[config.mk]
export PLATFORM = sky130hd
export DESIGN_NAME = hls_sequencer
export DESIGN_NICKNAME = d
export VERILOG_FILES = /design/src/include/hls_pkg.sv /design/src/core/hls_sequencer.sv
export SDC_FILE = /design/constraint.sdc
export NUM_CORES = 1
export LEC_CHECK = 0
export BUFFER_PORTS_ARGS = -buffer_cell sky130_fd_sc_hd__buf_2
export CORE_ASPECT_RATIO = 0.8
export CORE_UTILIZATION = 23
export CTS_CLUSTER_SIZE = 8
export DETAILED_ROUTE_END_ITERATION = 12
export GPL_TIMING_DRIVEN = 0
export PLACE_DENSITY = 0.47
export SYNTH_ARGS = -nofsm -noshare
export SYNTH_HDL_FRONTEND = slang
export SYNTH_SLANG_ARGS = --single-unit
[constraint.sdc]
create_clock -name hclk -period 3.4 [get_ports hclk]
set_input_delay 0.68 -clock hclk [delete_from_list [all_inputs] [get_ports hclk]]
set_output_delay 0.68 -clock hclk [all_outputs]
set_load 0.005 [all_outputs]
[src/include/hls_pkg.sv]
// Package: constants and carrier types for the head load sequencer
package hls_pkg;
  // ==========================================================
  // Timing
  localparam int unsigned CLK_NS = 40;
  localparam int unsigned LOAD_TIMEOUT_NS = 350_000_000;
  localparam int unsigned SETTLE_NS = 1_750_000;
  localparam logic [23:0] LOAD_TO_CYC_DEF =
    24'(LOAD_TIMEOUT_NS / CLK_NS);
  localparam logic [15:0] SETTLE_CYC_DEF =
    16'((SETTLE_NS + CLK_NS - 1) / CLK_NS);
  // ==========================================================
  // Register map (byte addresses, AHB-Lite word registers)
  localparam logic [7:0] REG_CTRL = 8'h00;
  localparam logic [7:0] REG_STATUS = 8'h04;
  localparam int CTRL_CMD_EN = 0;
  localparam int CTRL_EOT_EN = 1;
  localparam int CTRL_FAULT_CLR = 2;
  localparam logic [1:0] CTRL_RESET = 2'h3;
  localparam logic [1:0] HTRANS_NONSEQ = 2'h2;
  // ==========================================================
  // Pin inputs, synchronised; tag and bus are decoded raw
  localparam int NPIN = 12;
  localparam int P_START = 0;
  localparam int P_SPIN_OK = 1;
  localparam int P_LOADED = 2;
  localparam int P_POS_ODD = 3;
  localparam int P_NEG_EVEN = 4;
  localparam int P_FWD_LIM = 5;
  localparam int P_REV_LIM = 6;
  localparam int P_ONCYL_SNS = 7;
  localparam int P_FAULT_SW = 8;
  localparam int P_PWR_OFF = 9;
  localparam int P_SEEK_ERR = 10;
  localparam int P_SEEK_CMD = 11;
  localparam int TAG_CTRL = 3;
  localparam int BUS_RTZ = 6;
  // ==========================================================
  // Types
  typedef struct packed {
    logic load_drive;
    logic rtz_drive;
    logic fine;
    logic dibit_enable;
    logic integ_reset;
    logic coil_enable;
  } hls_servo_t;
  typedef struct packed {
    logic seek_end;
    logic on_cylinder;
    logic seek_error;
    logic cmd_accept;
    logic cmd_refused;
  } hls_ctl_t;
  typedef struct packed {
    logic [NPIN-1:0] s1;
    logic [NPIN-1:0] s2;
    logic [NPIN-1:0] s3;
    logic [NPIN-1:0] f;
    logic [NPIN-1:0] f_d;
    logic load_pend;
    logic load_l;
    logic rtz_l;
    logic unload;
    logic rev_eot;
    logic fine_l;
    logic fault_l;
    logic seek_err_l;
    logic on_cyl;
    logic loaded_ok;
    logic busy;
    logic dibit_seen;
    logic rev_cnt;
    logic [23:0] to_cnt;
    logic [15:0] st_cnt;
    hls_servo_t servo;
    hls_ctl_t ctl;
    logic ready;
    logic fault_ind;
    logic [1:0] ctrl;
    logic dp_wr;
    logic [7:0] dp_addr;
    logic [31:0] rdata;
  } hls_state_t;
endpackage

[src/core/hls_sequencer.sv]
// Head load, return-to-zero and unload sequencer with AHB-Lite registers
// Notes on behaviour
// - Refuse seek commands until first load completes
// - Load end raises seek end and ready
// - Load latch sets after power-on and speed
// - Heads loaded enables dibit search
// - Odd dibits end load, set reverse flag
// - No dibits in 350 ms: retract, fault
// - Fault switch clears fault, reloads
// - Tag 3 bus 6 starts return to zero
// - First reverse limit sets flag, resets integrator
// - Second reverse limit switches to load
// - Fine jammed off while load or retract
// - Even dibits clear reverse limit flag
// - Power-off retracts without limit detection
// - Heads unloaded clears retract, coil off
// - Seek end after every seek not cut short by unload
// - Success is on-cylinder without seek error
// - Seek error refuses seeks until return
// - On-cylinder waits 1.75 ms settle
// - Return command clears seek error
`timescale 1ns/1ns
module hls_sequencer
  import hls_pkg::*;
#(
  parameter logic [23:0] LOAD_TO_CYC = LOAD_TO_CYC_DEF,
  parameter logic [15:0] SETTLE_CYC = SETTLE_CYC_DEF
) (
  input wire logic hclk,
  input wire logic hresetn,
  input wire logic ce,
  input wire logic hsel,
  input wire logic [31:0] haddr,
  input wire logic [1:0] htrans,
  input wire logic hwrite,
  input wire logic [2:0] hsize,
  input wire logic [31:0] hwdata,
  input wire logic hready,
  output logic hreadyout,
  output logic hresp,
  output logic [31:0] hrdata,
  input wire logic start_sw,
  input wire logic spindle_ok,
  input wire logic heads_loaded_sw,
  input wire logic pos_odd_dibit,
  input wire logic neg_even_dibit,
  input wire logic forward_limit_enable,
  input wire logic reverse_limit_enable,
  input wire logic on_cyl_sense,
  input wire logic fault_sw,
  input wire logic power_off,
  input wire logic seek_error_cause,
  input wire logic seek_cmd,
  input wire logic [3:0] tag,
  input wire logic [9:0] bus,
  output hls_servo_t servo,
  output hls_ctl_t ctl,
  output logic ready,
  output logic fault_ind
);
  // ==========================================================
  // State
  hls_state_t s_r;
  hls_state_t s_nxt;
  logic [NPIN-1:0] pins;
  logic [NPIN-1:0] rise;
  logic [NPIN-1:0] fall;
  logic rtz_tag;

  assign rtz_tag = (tag == 4'(TAG_CTRL)) && bus[BUS_RTZ];
  assign pins = {seek_cmd, seek_error_cause, power_off, fault_sw,
                 on_cyl_sense, reverse_limit_enable, forward_limit_enable,
                 neg_even_dibit, pos_odd_dibit, heads_loaded_sw,
                 spindle_ok, start_sw};

  // Tag and bus are qualified by the synchronised command strobe
  function automatic logic [31:0] rd_mux(input hls_state_t s,
                                         input logic [7:0] a);
    logic [31:0] v;
    v = 32'h0000_0000;
    case (a)
      REG_CTRL: v = {30'h0000_0000, s.ctrl};
      REG_STATUS: v = {20'h0_0000, s.loaded_ok, s.ready, s.fault_l,
                       s.seek_err_l, s.on_cyl, s.fine_l, s.rev_eot,
                       s.unload, s.rtz_l, s.load_l, s.busy,
                       s.ctl.seek_end};
      default: v = 32'h0000_0000;
    endcase
    return v;
  endfunction

  genvar gi;
  generate
    for (gi = 0; gi < NPIN; gi++) begin : g_edge
      assign rise[gi] = s_r.f[gi] && !s_r.f_d[gi];
      assign fall[gi] = !s_r.f[gi] && s_r.f_d[gi];
    end
  endgenerate

  // ==========================================================
  // Next state
  always_comb begin
    logic rtz_cmd;
    logic set_load;
    logic start_seek;
    logic addr_ph;
    logic unload_done;
    unload_done = s_r.rtz_l && s_r.unload && !s_r.f[P_LOADED];
    rtz_cmd = 1'b0;
    set_load = 1'b0;
    start_seek = 1'b0;
    addr_ph = 1'b0;
    s_nxt = s_r;
    // Two agreeing samples after the metastability stage
    s_nxt.s1 = pins;
    s_nxt.s2 = s_r.s1;
    s_nxt.s3 = s_r.s2;
    s_nxt.f_d = s_r.f;
    for (int i = 0; i < NPIN; i++) begin
      if (s_r.s2[i] == s_r.s3[i]) begin
        s_nxt.f[i] = s_r.s3[i];
      end
    end
    s_nxt.ctl.cmd_accept = 1'b0;
    s_nxt.ctl.cmd_refused = 1'b0;
    s_nxt.servo.integ_reset = 1'b0;

    // Controller commands; the tag pins ride with the command strobe
    if (rise[P_SEEK_CMD] && s_r.ctrl[CTRL_CMD_EN]) begin
      if (rtz_tag && !s_r.unload && !s_r.fault_l) begin
        rtz_cmd = 1'b1;
      end else if (!rtz_tag && s_r.loaded_ok && !s_r.seek_err_l
                   && !s_r.busy) begin
        s_nxt.ctl.cmd_accept = 1'b1;
      end else begin
        s_nxt.ctl.cmd_refused = 1'b1;
      end
    end

    // Load request with power-on, motion after spindle speed
    if (rise[P_START]) begin
      s_nxt.load_pend = 1'b1;
    end
    if (rise[P_FAULT_SW] && s_r.fault_l) begin
      s_nxt.fault_l = 1'b0;
      s_nxt.load_pend = 1'b1;
    end
    if (s_r.load_pend && s_r.f[P_SPIN_OK] && !s_r.rtz_l
        && !s_r.load_l) begin
      s_nxt.load_pend = 1'b0;
      set_load = 1'b1;
    end

    if (rtz_cmd) begin
      s_nxt.rtz_l = 1'b1;
      s_nxt.load_l = 1'b0;
      s_nxt.rev_cnt = 1'b0;
      s_nxt.seek_err_l = 1'b0;
      start_seek = 1'b1;
    end

    // Return to zero: two reverse limit events
    if (s_r.rtz_l && !s_r.unload && s_r.ctrl[CTRL_EOT_EN]
        && rise[P_REV_LIM]) begin
      if (!s_r.rev_cnt) begin
        s_nxt.rev_cnt = 1'b1;
        s_nxt.rev_eot = 1'b1;
        s_nxt.servo.integ_reset = 1'b1;
      end else begin
        s_nxt.rtz_l = 1'b0;
        set_load = 1'b1;
      end
    end

    if (set_load) begin
      s_nxt.load_l = 1'b1;
      s_nxt.to_cnt = 24'h00_0000;
      s_nxt.dibit_seen = 1'b0;
      start_seek = 1'b1;
    end

    // Load coarse phase
    if (s_r.load_l) begin
      if (s_r.servo.dibit_enable
          && (s_r.f[P_POS_ODD] || s_r.f[P_NEG_EVEN])) begin
        s_nxt.dibit_seen = 1'b1;
      end
      if (s_r.servo.dibit_enable && s_r.f[P_POS_ODD]
          && s_r.f[P_FWD_LIM]) begin
        s_nxt.load_l = 1'b0;
        s_nxt.rev_eot = 1'b1;
      end else if (!s_r.dibit_seen
                   && s_r.to_cnt == LOAD_TO_CYC - 24'h00_0001) begin
        // Retract fully; limit detection off so heads unload
        s_nxt.load_l = 1'b0;
        s_nxt.rtz_l = 1'b1;
        s_nxt.unload = 1'b1;
        s_nxt.fault_l = 1'b1;
      end else if (!s_r.dibit_seen) begin
        s_nxt.to_cnt = s_r.to_cnt + 24'h00_0001;
      end
    end

    // Even dibits near cylinder zero end the reverse zone
    if (s_r.rev_eot && s_r.f[P_NEG_EVEN] && !s_r.rtz_l
        && !s_r.load_l) begin
      s_nxt.rev_eot = 1'b0;
    end

    // Power-off retract
    if (rise[P_PWR_OFF]) begin
      s_nxt.rtz_l = 1'b1;
      s_nxt.unload = 1'b1;
      s_nxt.load_l = 1'b0;
      s_nxt.load_pend = 1'b0;
      s_nxt.loaded_ok = 1'b0;
    end
    if (unload_done) begin
      s_nxt.rtz_l = 1'b0;
      s_nxt.unload = 1'b0;
      s_nxt.rev_eot = 1'b0;
    end

    // Fine latch jammed while either coarse latch holds
    if (s_nxt.load_l || s_nxt.rtz_l) begin
      s_nxt.fine_l = 1'b0;
    end else if (s_r.rev_eot && !unload_done) begin
      s_nxt.fine_l = 1'b1;
    end

    // On-cylinder settle delay
    if (s_r.fine_l && s_r.f[P_ONCYL_SNS] && !s_nxt.load_l
        && !s_nxt.rtz_l) begin
      if (!s_r.on_cyl) begin
        if (s_r.st_cnt == SETTLE_CYC - 16'h0001) begin
          s_nxt.on_cyl = 1'b1;
        end else begin
          s_nxt.st_cnt = s_r.st_cnt + 16'h0001;
        end
      end
    end else begin
      s_nxt.st_cnt = 16'h0000;
      s_nxt.on_cyl = 1'b0;
    end

    // Seek error latch; a new cause beats a clear in the same cycle
    if (s_r.f[P_SEEK_ERR]) begin
      s_nxt.seek_err_l = 1'b1;
    end

    // Seek end on success or error
    if (start_seek) begin
      s_nxt.busy = 1'b1;
      s_nxt.ctl.seek_end = 1'b0;
      s_nxt.on_cyl = 1'b0;
      s_nxt.st_cnt = 16'h0000;
    end else if (s_r.busy && (s_r.on_cyl || s_r.seek_err_l)) begin
      s_nxt.busy = 1'b0;
      s_nxt.ctl.seek_end = 1'b1;
      if (s_r.on_cyl && !s_r.seek_err_l) begin
        s_nxt.loaded_ok = 1'b1;
      end
    end
    if (s_r.unload) begin
      s_nxt.busy = 1'b0;
    end

    s_nxt.ready = s_nxt.loaded_ok && !s_nxt.busy;
    s_nxt.ctl.on_cylinder = s_nxt.on_cyl;
    s_nxt.ctl.seek_error = s_nxt.seek_err_l;
    s_nxt.fault_ind = s_nxt.fault_l;
    s_nxt.servo.load_drive = s_nxt.load_l;
    s_nxt.servo.rtz_drive = s_nxt.rtz_l;
    s_nxt.servo.fine = s_nxt.fine_l;
    s_nxt.servo.dibit_enable = s_nxt.f[P_LOADED] && !s_nxt.unload;
    s_nxt.servo.coil_enable = s_nxt.load_l || s_nxt.rtz_l
                              || s_nxt.fine_l;

    // AHB-Lite slave, zero wait states
    s_nxt.dp_wr = 1'b0;
    addr_ph = hsel && hready && (htrans == HTRANS_NONSEQ);
    if (s_r.dp_wr) begin
      if (s_r.dp_addr == REG_CTRL) begin
        s_nxt.ctrl = hwdata[CTRL_EOT_EN:CTRL_CMD_EN];
        // Software fault reset mirrors the panel switch
        if (hwdata[CTRL_FAULT_CLR] && s_r.fault_l) begin
          s_nxt.fault_l = 1'b0;
          s_nxt.fault_ind = 1'b0;
          s_nxt.load_pend = 1'b1;
        end
      end
    end
    if (addr_ph) begin
      s_nxt.dp_wr = hwrite;
      s_nxt.dp_addr = haddr[7:0];
      s_nxt.rdata = rd_mux(s_r, haddr[7:0]);
    end
  end

  // ==========================================================
  // Registers
  always_ff @(posedge hclk or negedge hresetn) begin
    if (!hresetn) begin
      s_r <= '0;
      s_r.ctrl <= CTRL_RESET;
    end else if (ce) begin
      s_r <= s_nxt;
    end
  end

  assign hreadyout = 1'b1;
  assign hresp = 1'b0;
  assign hrdata = s_r.rdata;
  assign servo = s_r.servo;
  assign ctl = s_r.ctl;
  assign ready = s_r.ready;
  assign fault_ind = s_r.fault_ind;
endmodule // hls_sequencer

==> results of run 1 <==
==> report_power, final <==
group | internal, uW | total (uW) | switching (uW)
clock network | 1400 | 2170 | 765
logic | 466 | 1110 | 647
registers | 1900 | 2190 | 285
total | 3770 | 5470 | 1700
==> state kept, by name, summed over array words and instances, names as in the netlist <==
register and flops:
ctl 5, s_nxt 36, ready 1, s_r 76, hrdata 12, servo 6
==> logic make-up (layout without fill, tap and decap cells) <==
logic type / after synthesis / in the layout / share of synthesized area
AOI/OAI and AO/OA: 188 / 188 / 0.178
adders and majority gates: 4 / 4 / 0.00702
buffers and inverters: 107 / 200 / 0.0853
DFF: 136 / 136 / 0.503
muxes: 49 / 49 / 0.0798
other: 2 / 22 / 0.00111
and+or+nand+nor: 182 / 182 / 0.146
==> worst max-delay path: cells and delay by family (launching register included) <==
kind                   cells  cell delay [ps]
AND/OR/NAND/NOR            3              860
AO/OA/AOI/OAI              3              920
buffers and inverters      1              460
flip-flops                 1              450
==> through the flow <==
step / hold WS, ps / instances
after CTS: 189 / 1151
after global routing: 201 / 1151
after floorplan: 384 / 688
final: 183 / 1151
after detailed placement: 474 / 1119
after global placement: 468 / 1118
==> placed cells by master (no fill, tap or decap), types with 5 or more instances in the layout <==
| master | instances |
|---|---|
| nor3_1 | 10 |
| nand2b_1 | 5 |
| dfrtp_1 | 134 |
| buf_4 | 45 |
| inv_1 | 30 |
| buf_1 | 7 |
| nand3_1 | 17 |
| a21oi_1 | 28 |
| and3_1 | 14 |
| o21a_1 | 5 |
| a21o_1 | 8 |
| nor2b_1 | 7 |
| mux2i_1 | 9 |
| clkbuf_1 | 18 |
| conb_1 | 22 |
| o31ai_1 | 11 |
| nor2_1 | 24 |
| buf_2 | 65 |
| a31oi_1 | 15 |
| bufinv_16 | 6 |
| a22o_1 | 14 |
| o21ai_0 | 67 |
| and2_1 | 5 |
| clkbuf_16 | 17 |
| nand4_1 | 15 |
| nand2_1 | 55 |
| mux2_2 | 40 |
==> worst paths after layout <==
| kind | slack [ps] | cells past startpoint | endpoint |
|---|---|---|---|
| setup / recovery | 580 | 7 | s_r[87] |
| setup reg to reg | 580 | 7 | s_r[87] |
| hold reg to reg | 480 | 1 | s_r[95] |
| min in group hclk | 480 | 2 | s_nxt[155] |
| hold / removal | 180 | 1 | s_nxt[150] |
| max in group asynchronous | 2390 | 2 | s_r[41] |
==> synth_stat cells (4+ instances only) <==
cell        n  area [um2]
dfrtp_1   134        3350
o21ai_0    67         335
nand2_1    55         206
buf_4      45         338
mux2_2     40         450
inv_1      30         113
a21oi_1    28         140
nor2_1     24        90.1
clkbuf_1   18        67.6
nand3_1    17        85.1
a31oi_1    15        93.8
nand4_1    15        93.8
a22o_1     14         123
and3_1     14        87.6
o31ai_1    11        82.6
nor3_1     10        50.1
mux2i_1     9        90.1
a21o_1      8        60.1
buf_1       7        26.3
nor2b_1     7        43.8
buf_2       6        30.0
and2_1      5        31.3
nand2b_1    5        31.3
o21a_1      5        37.5
and4_1      4        35.0
nor4_1      4        25.0
==> area by class of cell <==
| cell class | count | area (um2) |
|---|---|---|
| Buffer | 76 | 462 |
| Clock buffer | 18 | 439 |
| Clock inverter | 14 | 246 |
| Fill cell | 3002 | 20300 |
| Inverter | 31 | 116 |
| Multi-Input combinational cell | 445 | 2870 |
| Sequential cell | 136 | 3410 |
| Tap cell | 370 | 463 |
| Timing Repair Buffer | 61 | 334 |
==> routing by layer <==
layer / track usage / up-vias
li1: - / 2577
met4: 0.0283 / 0
met1: 0.197 / 2602
met2: 0.168 / 136
met3: 0.0397 / 7
met5: 0 / -
==> flow_summary.ini, run 1 <==
[final_layout]
nNetsFinal = 872
final_util = 0.291
drive_above_1_share = 0.251
n_antenna_cell = 0
syn2layout_area_growth_pct = 23.0
postLayoutCellArea_um2 = 8330

[clocking]
cts_resized = 0
cts_max_path_buffers = 2
clk_pin_slew_ps = 60
cts_setup_buffers = 0
cts_tree = done
htreeDepth = 4
postCtsHoldBufs = 0
clock_sinks = 136
clkLatencyLatePin_ps = 430
cts_root_buffer = clkbuf_16
cts_buffers = 17

[floorplan]
die_y_um = 156
ios = 148
fp.dieArea_um2 = 30200
dieWidth_um = 194
rows = 55
start_util = 0.237
coreArea_um2 = 28600

[critical_path]
cpPeakStageDelay_ps = 670
worstPathRequired_ps = 3700
cp_max_fo = 10
endpoint_kind = flop
worstPathCellList = nor4b_1 > nand4_1 > o21ai_1 > clkbuf_1 > nor2_1 > o21ai_0 > o41ai_1
r2r_start = s_r[89]
critPathLaunchType = flop
cp-startpoint = s_r[89]
arrival_ps = 3120
critPathKind = flop to flop
cp_slowest_cell = o21ai_1

[worst_hold_path]
hp-class = primary input to asynchronous set/reset pin

[drt]
wl_per_cell_um = 16.2
drc = 0
top_layer = met4
firstDrtPassIters = 5
antenna_left = 0
totalWireLength_um = 18600
viasPerCell = 4.62
route.met3.wl_um = 1070
dr_wl_met2_um = 7240
drt_iter0_drc = 273
dr_total_vias = 5322
met1_length_um = 10200

[placed_design]
routabilityCongestion = 0.815
place.port_buffers = 60
place_area_um2 = 7650
preCtsSetupSlack_ps = 243
hpwl_um = 13200

[yosys]
synth_cell_types = 68
yosys_register_bits = 136
syn_inst = 668
yosysSeqAreaShare = 0.503
ys_warn_count = 0
synth_area_um2 = 6780
postSynthAreaPerCell_um2 = 10.1
synth_edf_count = 0
synthArstFlopShare = 1.00
ys.flop_type = dfrtp_1

[timing]
skew_ps = 10.6
relSlewSlack = 0.366
tightest_slew_ps = 942
finalHoldViolCount = 0
setup_viol = 0
fin_crit_ps = 2820
period_share = 0.828
fmax_mhz = 355
timing.final.ws_setup_ps = 585
slew_viol_final = 0
setup_tns_ps = 0
rsz0062_at_grt = false

[pwr]
p_leak_uw = 0.00375
power_uw = 5470
p_per_area_nw_per_um2 = 656
vdd_drop_max_uv = 344

[global_routing]
grt.total_usage = 0.128
grt_pass1_wl_um = 29300
overflow = 0
antenna_found_initial = 0
grt_pass1_vias = 4976
grt_max_degree = 91

[job]
drv_cap = 0

[run_status]
status = complete, no violations
(Power assumes the default switching activity.)
==> inputs of run 2 (changes only) <==
==> constraint.sdc (replaced) <==
create_clock -name hclk -period 2.6 [get_ports hclk]
set_input_delay 0.52 -clock hclk [delete_from_list [all_inputs] [get_ports hclk]]
set_output_delay 0.52 -clock hclk [all_outputs]
set_load 0.005 [all_outputs]
==> flow_summary.ini, run 2 (same netlist as run 1, synthesis figures left out) <==
[pwr]
p_per_area_nw_per_um2 = 857
p_leak_uw = 0.00377
vdd_drop_max_uv = 450

[floorplan]
coreArea_um2 = 28600
rows = 55
fp.dieArea_um2 = 30200
dieWidth_um = 194
die_y_um = 156
ios = 148
start_util = 0.237

[final_layout]
instances_no_fill = 1152
nNetsFinal = 873
postLayoutCellArea_um2 = 8400
syn2layout_area_growth_pct = 24.0
layout_commonest_cell = dfrtp_1
nFillCells = 3002
n_antenna_cell = 0
drive_above_1_share = 0.261
multiInputGateArea_um2 = 2920
regArea_um2 = 3410
layout_common_cells = dfrtp_1, o21ai_0, buf_2
largest_register_ffs = 76
regMostFlops = s_r

[timing]
fmax_mhz = 413
relSlewSlack = 0.343
setup_viol = 0
fin_crit_ps = 2420
tightest_slew_ps = 976
skew_ps = 9.55
period_share = 0.932
finalHoldViolCount = 0
rsz0062_at_grt = false
slew_viol_final = 0
timing.final.ws_setup_ps = 177

[drt]
antenna_left = 0
viasPerCell = 4.60
drt_iter0_drc = 283
drc = 0
wl_per_cell_um = 16.2
firstDrtPassIters = 4
dr_total_vias = 5302
totalWireLength_um = 18700

[clocking]
cts_tree = done
clkLatencyLatePin_ps = 430
cts_root_buffer = clkbuf_16
clock_sinks = 136
clk_pin_slew_ps = 60
htreeDepth = 4
cts_max_path_buffers = 2
cts_buffers = 17

[global_routing]
grt_pass1_vias = 4983
grt_max_degree = 91
grt_pass1_wl_um = 29400
antenna_found_initial = 0
overflow = 0
grt.total_usage = 0.128

[critical_path]
critPathKind = flop to flop
endpoint_kind = flop
worstPathRequired_ps = 2940
cpPeakStageDelay_ps = 360
cp_slowest_cell = dfrtp_1
critPathLaunchType = flop
worstPathCellList = clkbuf_1 > nor4_4 > nand4_2 > buf_4 > o31a_1 > a21oi_4 > clkbuf_4 > a31oi_1 > mux2i_1
cp_max_fo = 10
arrival_ps = 2760

[worst_hold_path]
hp-class = primary input to asynchronous set/reset pin

[placed_design]
place.port_buffers = 60
routabilityCongestion = 0.815
hpwl_um = 13200
dp.cells = 1119
place_area_um2 = 7650
preCtsSetupSlack_ps = -397

[job]
drv_cap = 0

[run_status]
status = complete, no violations
==> run 2: changes by cell type in the layout (fill, tap and decap cells not counted), sizes merged <==
cell	previous run	this run
buf	119	120
==> run 2: report_power, final <==
part	switching [uW]	internal [uW]	leakage, uW
Sequential	403	2490	0.00172
Combinational	847	630	0.00173
Clock	1000	1830	0.000323
==> run 2: worst max-delay path, delay by kind of cell, from the launching register on <==
family	cells	cell delay, ps
flip-flops	1	360
AND/OR/NAND/NOR	2	440
multiplexers	1	170
buffers and inverters	3	660
AO/OA/AOI/OAI	3	690
==> run 2: layer usage <==
| metal | global-route usage | up-vias | wire length (um) |
|---|---|---|---|
| met5 | 0 | - | 0 |
| met4 | 0.0283 | 0 | 111 |
| met3 | 0.0397 | 6 | 1020 |
| met2 | 0.169 | 132 | 7250 |
| met1 | 0.197 | 2578 | 10300 |
| li1 | - | 2586 | - |
==> run 2: through the flow <==
stage	setup TNS, ps	hold slack (ps)	util	total power (uW)
3_3_place_gp	-153590	468	0.266	4320
6_report	0	22.8	0.293	7200
4_1_cts	-32.8	29.2	0.292	7230
5_1_grt	0	41.3	0.293	7600
3_5_place_dp	-5460	474	0.267	4340
2_1_floorplan	0	224	-	3770
==> run 2: worst paths after layout <==
kind	startpoint	endpoint	slack, ps	cells past startpoint
min in group hclk	seek_error_cause	s_nxt[155]	320	2
worst min-delay path	hresetn	s_nxt[150]	20	1
worst min register to register	s_r[95]	s_r[95]	480	1
worst max-delay path	s_r[85]	s_r[56]	180	9
max in group asynchronous	hresetn	s_r[41]	1750	2
worst max register to register	s_r[85]	s_r[56]	180	9
==> run 2: layout make-up <==
class	count	area share
sequential	136	0.405
multi-input combinational	445	0.347
buffer	75	0.0551
tap	370	0.0551
clock buffer	18	0.0523
timing repair buffer	63	0.0416
clock inverter	14	0.0293
inverter	31	0.0139
==> run 2: what timing repair did <==
item / CTS / global route
endpoints found under the setup margin: 15 / 38
hold buffers: 0 / 0
gates resized for setup: 4 / 8
pin swaps: 0 / 3
buffers inserted: 0 / 2
==> inputs of run 3 (changes only) <==
--- a/config.mk
+++ b/config.mk
@@ -5,11 +5,13 @@
 export SDC_FILE = /design/constraint.sdc
 export NUM_CORES = 1
 export LEC_CHECK = 0
+export ABC_AREA = 1
 export BUFFER_PORTS_ARGS = -buffer_cell sky130_fd_sc_hd__buf_2
 export CORE_ASPECT_RATIO = 0.8
 export CORE_UTILIZATION = 23
 export CTS_CLUSTER_SIZE = 8
 export DETAILED_ROUTE_END_ITERATION = 12
+export GPL_ROUTABILITY_DRIVEN = 1
 export GPL_TIMING_DRIVEN = 0
 export PLACE_DENSITY = 0.47
 export SYNTH_ARGS = -nofsm -noshare
==> flow_summary.ini, run 3 <==
[final_layout]
layout_common_cells = nand2_1, dfrtp_1, o21ai_0
syn2layout_area_growth_pct = 21.6
regMostFlops = s_r
drive_above_1_share = 0.174
nNetsFinal = 1099
layout_commonest_cell = nand2_1
n_antenna_cell = 0
largest_register_ffs = 76
postLayoutCellArea_um2 = 8590

[clocking]
cts_buffers = 17
htreeDepth = 4
cts_resized = 0
clk_pin_slew_ps = 60
cts_setup_buffers = 0
cts_max_path_buffers = 2
clock_sinks = 136
postCtsHoldBufs = 0
cts_tree = done
cts_root_buffer = clkbuf_16
clkLatencyLatePin_ps = 440

[global_routing]
antenna_found_initial = 0
grt.total_usage = 0.135
overflow = 0
grt_max_degree = 82
grt_pass1_vias = 5490
grt_pass1_wl_um = 32200

[job]
drv_cap = 0

[floorplan]
dieWidth_um = 198
ios = 148
coreArea_um2 = 29800
die_y_um = 159
fp.dieArea_um2 = 31400
start_util = 0.237
rows = 56

[yosys]
synth_cell_types = 50
synth_area_um2 = 7060
yosys-top-cells-area = dfrtp_1, nand2_1, o21ai_0, buf_4, inv_1
synth_top_cell_by_area = dfrtp_1
ys.flop_type = dfrtp_1
synthArstFlopShare = 1.00
synth_top_area_frac = 0.475
synth.most_common_cell = nand2_1
ys_warn_count = 0
synth_commonest_cells = nand2_1, dfrtp_1, o21ai_0
yosysSeqAreaShare = 0.482
syn_inst = 895
yosys_register_bits = 136
synth_edf_count = 0
postSynthAreaPerCell_um2 = 7.89

[critical_path]
arrival_ps = 2630
path_delay_family = simple AND/OR/NAND/NOR gates
worstPathRequired_ps = 2920
critPathLaunchType = flop
endpoint_kind = flop
worstPathCellList = ha_1 > nand3_2 > clkinv_1 > nand2_2 > nor2_2 > nand2_1 > nand2_4 > nor2_4 > inv_1 > nand2_1 > o21ai_0 > a21oi_1 > a21oi_1
cpPeakStageDelay_ps = 410
crit_buf_inv = 2
critPathKind = flop to flop
cp_max_fo = 10
cp_slowest_cell = dfrtp_1

[drt]
antenna_left = 0
drc = 0
dr_total_vias = 6083
drt_iter0_drc = 505
viasPerCell = 4.31
totalWireLength_um = 20500
firstDrtPassIters = 5
wl_per_cell_um = 14.5

[placed_design]
place.port_buffers = 60
hpwl_um = 14800
routabilityCongestion = 0.811
preCtsSetupSlack_ps = -86.5
place_area_um2 = 7980

[timing]
rsz0062_at_grt = false
setup_viol = 0
period_share = 0.889
skew_ps = 7.57
fin_crit_ps = 2310
finalHoldViolCount = 0
tightest_slew_ps = 824
setup_tns_ps = 0
fmax_mhz = 433
slew_viol_final = 0
timing.final.ws_setup_ps = 290
relSlewSlack = 0.451

[pwr]
p_leak_uw = 0.00410
p_per_area_nw_per_um2 = 749
vdd_drop_max_uv = 552
power_uw = 6440

[worst_hold_path]
hp-class = primary input to asynchronous set/reset pin

[run_status]
status = complete, no violations
==> run 3: cells by family (layout without fill, tap and decap cells) <==
kind of cell / after synthesis / after routing / synth area share
compound gates: 130 / 130 / 0.105
mux: 2 / 2 / 0.00319
xor+xnor: 11 / 11 / 0.0136
buf+inv: 157 / 248 / 0.110
simple gates: 453 / 453 / 0.278
fa+ha+maj: 4 / 4 / 0.00673
flops: 136 / 136 / 0.482
other cells: 2 / 22 / 0.00106
==> run 3: cell type report <==
cell class	count	area, um2
buffer	70	450
clock buffer	20	447
clock inverter	10	153
fill	3236	21200
inverter	87	327
multi-input combinational	622	2970
sequential	136	3410
tap	406	508
timing repair buffer	61	334
==> run 3: per-layer routing <==
metal	part of all wire	GRT usage	vias to the layer above	wire, um
met4	0.012	0.0486	0	252
met5	0	0	-	0
met1	0.54	0.216	2875	11100
met3	0.062	0.0293	19	1280
met2	0.38	0.170	157	7880
li1	-	-	3032	-
==> run 3: final timing paths <==
kind,cells after the start,slack [ps],start,to
hold / removal,1,160,hresetn,s_nxt[152]
hold reg to reg,2,470,s_nxt[154],s_nxt[154]
setup reg to reg,13,290,s_r[72],s_r[77]
setup / recovery,13,290,s_r[72],s_r[77]
min in group hclk,3,280,forward_limit_enable,s_nxt[150]
max in group asynchronous,2,1670,hresetn,s_r[73]
==> run 3: report_power, final <==
group	switching [uW]	internal, uW	total [uW]
Sequential	255	2390	2650
Clock	936	1610	2540
Combinational	819	427	1250
Total	2010	4430	6440
==> run 3: per-stage QoR <==
stage                     cells  hold WS, ps   util
after detailed placement   1382          461  0.268
after global placement     1381          457  0.267
after CTS                  1412          172  0.288
after global routing       1412          222  0.289
after floorplan             915          224      -
final                      1412          159  0.289
